`config.mk`:
```
export PLATFORM = sky130hd
export DESIGN_NAME = twcs_slave
export DESIGN_NICKNAME = d
export VERILOG_FILES = /design/src/twcs_filter.sv /design/src/twcs_slave.sv
export SDC_FILE = /design/constraint.sdc
export NUM_CORES = 1
export LEC_CHECK = 0
export ABC_AREA = 1
export BUFFER_PORTS_ARGS = -buffer_cell sky130_fd_sc_hd__buf_2
export CAP_MARGIN = 25
export CORE_MARGIN = 3
export CORE_UTILIZATION = 30
export DETAILED_ROUTE_END_ITERATION = 8
export PLACE_DENSITY = 0.48
export SLEW_MARGIN = 40
export SYNTH_ARGS = -nofsm -noshare
export SYNTH_HDL_FRONTEND = slang
export SYNTH_HIERARCHICAL = 1
export SYNTH_SLANG_ARGS = --single-unit
```
`constraint.sdc`:
```
create_clock -name CLK -period 2.4 [get_ports CLK]
set_input_delay 0.24 -clock CLK [delete_from_list [all_inputs] [get_ports CLK]]
set_output_delay 0.24 -clock CLK [all_outputs]
set_load 0.02 [all_outputs]
```
`src/twcs_filter.sv`:
```
// Shared constants and the serial line synchroniser with deglitch filter
`timescale 1ns/100ps
`default_nettype none

package twcs_pkg;
   // System clock and deglitch delay (three 25 MHz crystal periods)
   localparam int CLK_PERIOD_NS = 10;
   localparam int DEGLITCH_NS = 120;
   localparam int DG_CYC_INT = (DEGLITCH_NS + CLK_PERIOD_NS - 1) / CLK_PERIOD_NS;
   localparam logic [3:0] DG_CYC = 4'(DG_CYC_INT);
   // Configuration register file
   localparam int REG_COUNT = 32;
   localparam logic [4:0] PTR_RESET = 5'h00;
   localparam logic [7:0] CFG_RESET = 8'h00;
   localparam logic [4:0] REG_PWR_IDX = 5'h02;
   localparam int PWR_BIT = 5;
   localparam logic [4:0] REG_TRI_IDX = 5'h05;
   // Serial framing and power-down strap sampling delay
   localparam logic [3:0] BITS_PER_BYTE = 4'h8;
   localparam logic [1:0] BOOT_CYC = 2'h2;
   // One-hot protocol states
   typedef enum logic [8:0] {
      ST_IDLE  = 9'h001,
      ST_ADDR  = 9'h002,
      ST_AACK  = 9'h004,
      ST_REG   = 9'h008,
      ST_RACK  = 9'h010,
      ST_WDATA = 9'h020,
      ST_WACK  = 9'h040,
      ST_RDATA = 9'h080,
      ST_HACK  = 9'h100
   } twcs_state_e;
endpackage

module twcs_filter
   import twcs_pkg::*;
(
   input wire logic clk,
   input wire logic rstn,
   input wire logic pin,
   output logic level
);
   typedef struct packed {
      logic s1;
      logic s2;
      logic lvl;
      logic [3:0] cnt;
   } twcs_flt_s;

   twcs_flt_s q;
   twcs_flt_s n;

   // New level accepted only after it has held for the whole delay
   always_comb begin
      n = q;
      n.s1 = pin;
      n.s2 = q.s1;
      if (q.s2 == q.lvl) begin
         n.cnt = 4'h0;
      end else if (q.cnt == DG_CYC - 4'h1) begin
         n.lvl = q.s2; // see (RULE15)
         n.cnt = 4'h0;
      end else begin
         n.cnt = q.cnt + 4'h1;
      end
   end

   // Idle bus lines read high, so the filter resets high
   always_ff @(posedge clk) begin
      if (!rstn) begin
         q <= '{s1: 1'b1, s2: 1'b1, lvl: 1'b1, cnt: 4'h0};
      end else begin
         q <= n;
      end
   end

   assign level = q.lvl;
endmodule

`default_nettype wire

```
`src/twcs_slave.sv`:
```
// Two-wire configuration slave with register file and output disable
`timescale 1ns/100ps
`default_nettype none

// Overview of operation
// (RULE1) Host alone drives the serial clock; the device only samples it.
// (RULE2) Data line is open drain: pull low or release, never drive high.
// (RULE3) Device answers the 7-bit address set on seven pins.
// (RULE4) With no transfer in progress both lines are left released.
// (RULE5) Host starts each transfer by lowering data while clock is high.
// (RULE6) Device watches for a start and ignores everything before it.
// (RULE7) Host sends seven address bits then a direction bit, 1 reads.
// (RULE8) Device acknowledges only its own address, otherwise stays released.
// (RULE9) First written byte sets the register index for following transfers.
// (RULE10) Register pointer increments after every data byte transferred.
// (RULE11) Any number of data bytes may follow an acknowledged address.
// (RULE12) Stop is data rising while clock high; device then waits for start.
// (RULE13) Repeated start is taken as a fresh address phase.
// (RULE14) Transmit outputs go high impedance on power-down pin or bits.
// (RULE15) Serial clock is delayed and deglitched three crystal periods.
// (RULE16) Read data changes only after the filtered clock falling edge.
// (RULE17) Port works in power-down; power-down pin low at start enables it.
// (RULE18) Receiver acknowledges in ninth clock; host skips ack on last read.
module twcs_slave
   import twcs_pkg::*;
(
   input wire logic CLK,
   input wire logic RSTN,
   input wire logic SCL,
   input wire logic SDA_IN,
   output logic SDA_OUT,
   output logic SDA_OE_N,
   input wire logic [6:0] SLAVE_ADDRESS_PINS,
   input wire logic POWER_DOWN_PIN,
   output logic [1:0] TX_HIGH_Z
);
   typedef struct packed {
      twcs_state_e st;
      logic [3:0] bcnt;
      logic [7:0] shf;
      logic [4:0] ptr;
      logic rw;
      logic drv;
      logic hack;
      logic scl_q;
      logic sda_q;
      logic [6:0] adr1;
      logic [6:0] adr2;
      logic pd1;
      logic pd2;
      logic [1:0] boot;
      logic init;
      logic [1:0] hiz;
      logic [REG_COUNT-1:0][7:0] cfg;
   } twcs_state_s;

   twcs_state_s q;
   twcs_state_s n;
   logic scl_f;
   logic sda_f;
   logic rise;
   logic fall;
   logic start;
   logic stop;

   // Pull low for a zero bit, release for a one
   function automatic logic pull_for(input logic [7:0] b);
      return !b[7];
   endfunction

   // Both lines get the same delay so start and stop keep their order
   twcs_filter u_scl (
      .clk(CLK),
      .rstn(RSTN),
      .pin(SCL),
      .level(scl_f)
   );
   twcs_filter u_sda (
      .clk(CLK),
      .rstn(RSTN),
      .pin(SDA_IN),
      .level(sda_f)
   );

   // Edge and bus condition detection on the filtered lines
   assign rise = scl_f && !q.scl_q;
   assign fall = !scl_f && q.scl_q;
   assign start = scl_f && q.scl_q && q.sda_q && !sda_f;
   assign stop = scl_f && q.scl_q && !q.sda_q && sda_f;

   // Protocol engine, register file and output disable
   always_comb begin
      n = q;
      n.scl_q = scl_f;
      n.sda_q = sda_f;
      n.adr1 = SLAVE_ADDRESS_PINS;
      n.adr2 = q.adr1;
      n.pd1 = POWER_DOWN_PIN;
      n.pd2 = q.pd1;
      // Strap sampled once synchronisers hold a settled value
      // Counter parks one past the check, so a late pin change cannot wake it
      if (q.boot != BOOT_CYC + 2'h1) begin
         n.boot = q.boot + 2'h1;
      end
      if (q.boot == BOOT_CYC) begin
         n.init = !q.pd2; // see (RULE17)
      end
      // Pin or register bits disable the transmit outputs
      n.hiz[0] = q.pd2 || q.cfg[REG_PWR_IDX][PWR_BIT] || q.cfg[REG_TRI_IDX][0]; // see (RULE14)
      n.hiz[1] = q.pd2 || q.cfg[REG_PWR_IDX][PWR_BIT] || q.cfg[REG_TRI_IDX][1]; // see (RULE14)
      if (!q.init) begin
         n.st = ST_IDLE;
         n.drv = 1'b0;
      end else if (start) begin
         n.st = ST_ADDR; // see (RULE6) (RULE13)
         n.bcnt = 4'h0;
         n.drv = 1'b0;
      end else if (stop) begin
         n.st = ST_IDLE; // see (RULE4)
         n.drv = 1'b0;
      end else begin
         case (q.st)
            ST_ADDR, ST_REG, ST_WDATA: begin
               if (rise) begin
                  n.shf = {q.shf[6:0], sda_f};
                  n.bcnt = q.bcnt + 4'h1;
               end else if (fall && q.bcnt == BITS_PER_BYTE) begin
                  n.drv = 1'b1; // see (RULE18)
                  if (q.st == ST_ADDR) begin
                     if (q.shf[7:1] == q.adr2) begin
                        n.rw = q.shf[0]; // see (RULE3) (RULE8)
                        n.st = ST_AACK;
                     end else begin
                        n.drv = 1'b0;
                        n.st = ST_IDLE;
                     end
                  end else if (q.st == ST_REG) begin
                     n.ptr = q.shf[4:0];
                     n.st = ST_RACK;
                  end else begin
                     n.cfg[q.ptr] = q.shf;
                     n.ptr = q.ptr + 5'h01; // see (RULE10)
                     n.st = ST_WACK;
                  end
               end
            end
            ST_AACK: begin
               if (fall) begin
                  n.bcnt = 4'h0;
                  if (q.rw) begin
                     n.shf = q.cfg[q.ptr];
                     n.drv = pull_for(q.cfg[q.ptr]); // see (RULE16)
                     n.st = ST_RDATA;
                  end else begin
                     n.drv = 1'b0;
                     n.st = ST_REG;
                  end
               end
            end
            ST_RACK, ST_WACK: begin
               if (fall) begin
                  n.drv = 1'b0;
                  n.bcnt = 4'h0;
                  n.st = ST_WDATA; // see (RULE11)
               end
            end
            ST_RDATA: begin
               if (rise) begin
                  n.bcnt = q.bcnt + 4'h1;
               end else if (fall) begin
                  if (q.bcnt == BITS_PER_BYTE) begin
                     n.drv = 1'b0;
                     n.ptr = q.ptr + 5'h01; // see (RULE10)
                     n.st = ST_HACK;
                  end else begin
                     n.shf = {q.shf[6:0], 1'b0};
                     n.drv = pull_for({q.shf[6:0], 1'b0}); // see (RULE16)
                  end
               end
            end
            ST_HACK: begin
               if (rise) begin
                  n.hack = !sda_f;
               end else if (fall) begin
                  if (q.hack) begin
                     n.shf = q.cfg[q.ptr];
                     n.drv = pull_for(q.cfg[q.ptr]);
                     n.bcnt = 4'h0;
                     n.st = ST_RDATA; // see (RULE11)
                  end else begin
                     n.st = ST_IDLE; // see (RULE18)
                  end
               end
            end
            ST_IDLE: begin
               n.drv = 1'b0;
            end
            default: begin
               n.st = ST_IDLE;
               n.drv = 1'b0;
            end
         endcase
      end
   end

   // Registered state; configuration returns to defaults on reset
   always_ff @(posedge CLK) begin
      if (!RSTN) begin
         q <= '0;
         q.st <= ST_IDLE;
         q.ptr <= PTR_RESET;
         q.scl_q <= 1'b1;
         q.sda_q <= 1'b1;
         q.cfg <= {REG_COUNT{CFG_RESET}};
      end else begin
         q <= n;
      end
   end

   // Only pull low, never drive a high level
   assign SDA_OUT = 1'b0; // see (RULE2)
   assign SDA_OE_N = !q.drv;
   assign TX_HIGH_Z = q.hiz;
endmodule

`default_nettype wire

```
==> results.txt <==
The flow ran to the end, and the final reports show no timing, DRC or antenna violations. The library cells used most frequently in the layout, excluding fill and tap cells, are a21oi_1 (391), o21ai_0 (339), inv_1 (330). The longest clock path from root to sink contains 3 buffers. The port buffer count is 14. Clock latency on the worst-skew pair, taken at its later pin, is between 0.5 and 0.6 ns. The share of cells above drive strength 1 is 9.58%. The clock-pin transition on the worst setup and hold timing paths is 0.06 ns. Measured on the finished design, the core utilization comes to 34.4%. The startpoint identified for the worst hold timing path is u_scl/n[5]. The row count came out at 82. The post-layout minimum cycle time came out at 2.25 ns. Between clock sinks in the finished design, the worst skew comes to 0.0145 ns.

The filler-free cell count of the finished design came out at 2822. The mean cell area of the mapped netlist is 7.08 sq um. 0 antenna diodes ended up in the layout. The net count of the mapped netlist came out at 2184.

The warning count from the yosys run came out at 6. The count of cell types in the netlist is 39. The die covers 53700 sq um.

TritonCTS created 38 clock buffers. The sequential fraction of the synthesis area came out at 42.1%. The worst-case reg-to-reg path depth came out at 12. The count of endpoints failing setup in the final report came out at 0. The number of synthesized register bits came out at ~320. The endpoint type of the worst setup path is a flop. The pin count of the biggest net entering global routing came out at roughly 120. The sum of overflow across all layers after global routing is 0. During I/O placement, the number of pins put on the boundary was 16. The final-report max-slew violation count came out at 0. The worst endpoint data arrival time is 2.66 ns. The global placement routability congestion came out at 0.855.

The completed layout was analyzed and its total power is 11.4 mW. Counting instances, the worst hold path has a depth of 1. The number of vias per cell after detailed routing is 4.63.

In this run the static leakage power is roughly 7 nW. Along the worst path, the maximum fanout reaches 117. The internal reg-to-reg setup slack came out at 0.15 ns. The H-tree was split into 2 levels. Including well taps, the total number of placed cells is around 2700.

The overall global routing resource usage is 15.6%. The class of the tightest hold or removal check is flop to flop. The average wire per cell in the routed design came out at between 10 and 15 um. The critical path is of the flop to flop type. The iteration-0 DRC count of the detailed router is 792.

The final layout net count came out at between 2000 and 2500. Summing all multi-input logic gate instances after layout gives between 6000 and 7000 sq um. The starting density of the core is between 30% and 40%. The number of antenna violations at the first check in global routing came to 0. The global-route wire length before repair is 67200 um. In this run the remaining antenna-violating nets after routing total 0. The via count of the first global-routing pass is between 10000 and 15000. The DRC violation count after routing came out at 0. Data on the critical path is required at its endpoint by 2.82 ns. The final wirelength is between 40000 and 50000 um.

The register area came out at 6450 sq um. The max-capacitance violation count came out at 0. The terminating pin of the worst hold path is u_scl/q[5]. The cell chosen for the clock root is clkbuf_16.

In this run the tightest slew margin relative to its limit is between 60% and 70%. The type of origin of the critical path is a flop. The sink count of the clock tree is around 320. The total number of vias came out at 13100. The library cell used most frequently in the layout, excluding fill and tap cells, is a21oi_1. The detailed placement HPWL is about 26000 um. Synthesis produced a netlist whose cell count is 2162. The worst register-to-register path ends at q[290].

The area added between synthesis and finish came out at 12.9%. The power density over the cells came out at 660 nW/um^2. The reg-to-reg critical path startpoint is q[282]. The minimum hold slack is 0.410 ns. The slew of the pin with the lowest slew margin came out at 0.599 ns. The maximum clock frequency came out at 445 MHz. The worst supply voltage drop on vdd is 426 uV.

After synthesis the cells add up to about 15000 sq um. The floorplan step set the die height to approximately 230 um. The TritonCTS clock tree is done. The portion of the clock cycle consumed by the worst path in the final layout came out at about 94%.

After filler insertion, the fill cell instance count of the layout stands at approximately 5400. The number of iterations in the first detailed-routing pass came out at 5. The core area came out at 50300 sq um. The width of the chip came out at 232 um. The number of hold violations in the final report came to 0.
## cells in the mapped netlist, drive strengths merged
| cell type | instances | share of area (%) |
|---|---|---|
| xnor2 | 7 | 0.40 |
| clkbuf | 90 | 2.2 |
| clkinv | 1 | 0.025 |
| nand4 | 8 | 0.37 |
| nor2 | 117 | 3.5 |
| a21oi | 392 | 13 |
| dfxtp | 322 | 42 |
| o21ai | 390 | 13 |
| or2 | 4 | 0.16 |
| o21bai | 1 | 0.049 |
| buf | 61 | 3.3 |
| conb | 1 | 0.025 |
| nand2 | 349 | 9.8 |
| ha | 10 | 0.82 |
| xor2 | 7 | 0.40 |
| nor3 | 13 | 0.53 |
| a21boi | 1 | 0.049 |
| o211ai | 13 | 0.64 |
| nand3b | 1 | 0.049 |
| a211oi | 1 | 0.049 |
| nand3 | 32 | 1.3 |
| inv | 339 | 8.3 |
| a31oi | 2 | 0.082 |
## area by class of cell
class	instances	share of cell area (%)
sequential	322	37.4
clock buffer	53	6.36
tap	672	4.87
inverter	340	7.39
timing repair buffer	76	3.99
clock inverter	10	0.775
multi-input combinational	1349	39.3
## where the power goes
part | internal [mW] | switching (mW)
Combinational | 0.105 | 0.181
Clock | 3.50 | 2.24
Sequential | 5.37 | 0.0116
Total | 8.97 | 2.43
## sequential cells by signal (all words and copies together) (netlist names)
name         flops
TX_HIGH_Z        2
n                8
q              298
u_scl/level      1
u_scl/n          1
u_scl/q          5
u_sda/level      1
u_sda/n          1
u_sda/q          5
## worst max-delay path by stage
stage	to	depth (start not counted)	start
final	q[290]	12	q[282]
after global routing	q[88]	13	q[295]
after CTS	q[216]	11	q[295]
after detailed placement	q[216]	11	q[295]
after global placement	q[217]	11	q[295]
after floorplan	q[119]	11	q[282]
## cell families after synthesis
kind of cell / after synthesis / share of synthesized area (%)
AND/OR/NAND/NOR: 524 / 15.7
buffers and inverters: 491 / 13.9
other: 1 / 0.0245
flip-flops: 322 / 42.1
adder cells (fa/ha/maj): 10 / 0.818
AO/OA/AOI/OAI: 800 / 26.6
XOR/XNOR: 14 / 0.802
## per-layer routing
layer	vias up	global-route usage (%)	part of all wire [%]
li1	6885	-	-
met1	5896	21.5	49
met2	219	25.0	45
met3	64	2.22	3.6
met4	0	5.03	2.5
met5	-	0	0
## worst max-delay path, stage by stage, from the launching register on
cell	delay (ns)
dfxtp_4	0.41
buf_16	0.38
a21oi_1	0.12
o21ai_0	0.11
nand2_1	0.13
nand2_1	0.08
nand2_1	0.10
nor2_1	0.31
nand2_1	0.12
nand2_1	0.08
nand2_1	0.07
nor2_1	0.10
nor2_1	0.08
## repair_timing
action,in CTS,in global routing
hold buffers,11,0
endpoints found under the setup margin,0,69
gates resized for setup,0,6
buffers inserted,0,7
endpoints found under the hold margin,11,0
## through the flow
stage	cell area, sq um	worst slack [ns]	setup TNS (ns)
floorplan	15300	0.356	0
global placement	15900	0.0188	0
detailed placement	15900	0.0140	0
CTS	17200	0.00983	0
global route	17300	-0.0101	-0.0229
finish	17300	0.154	0
No activity file was read; power rests on OpenSTA's default activity.
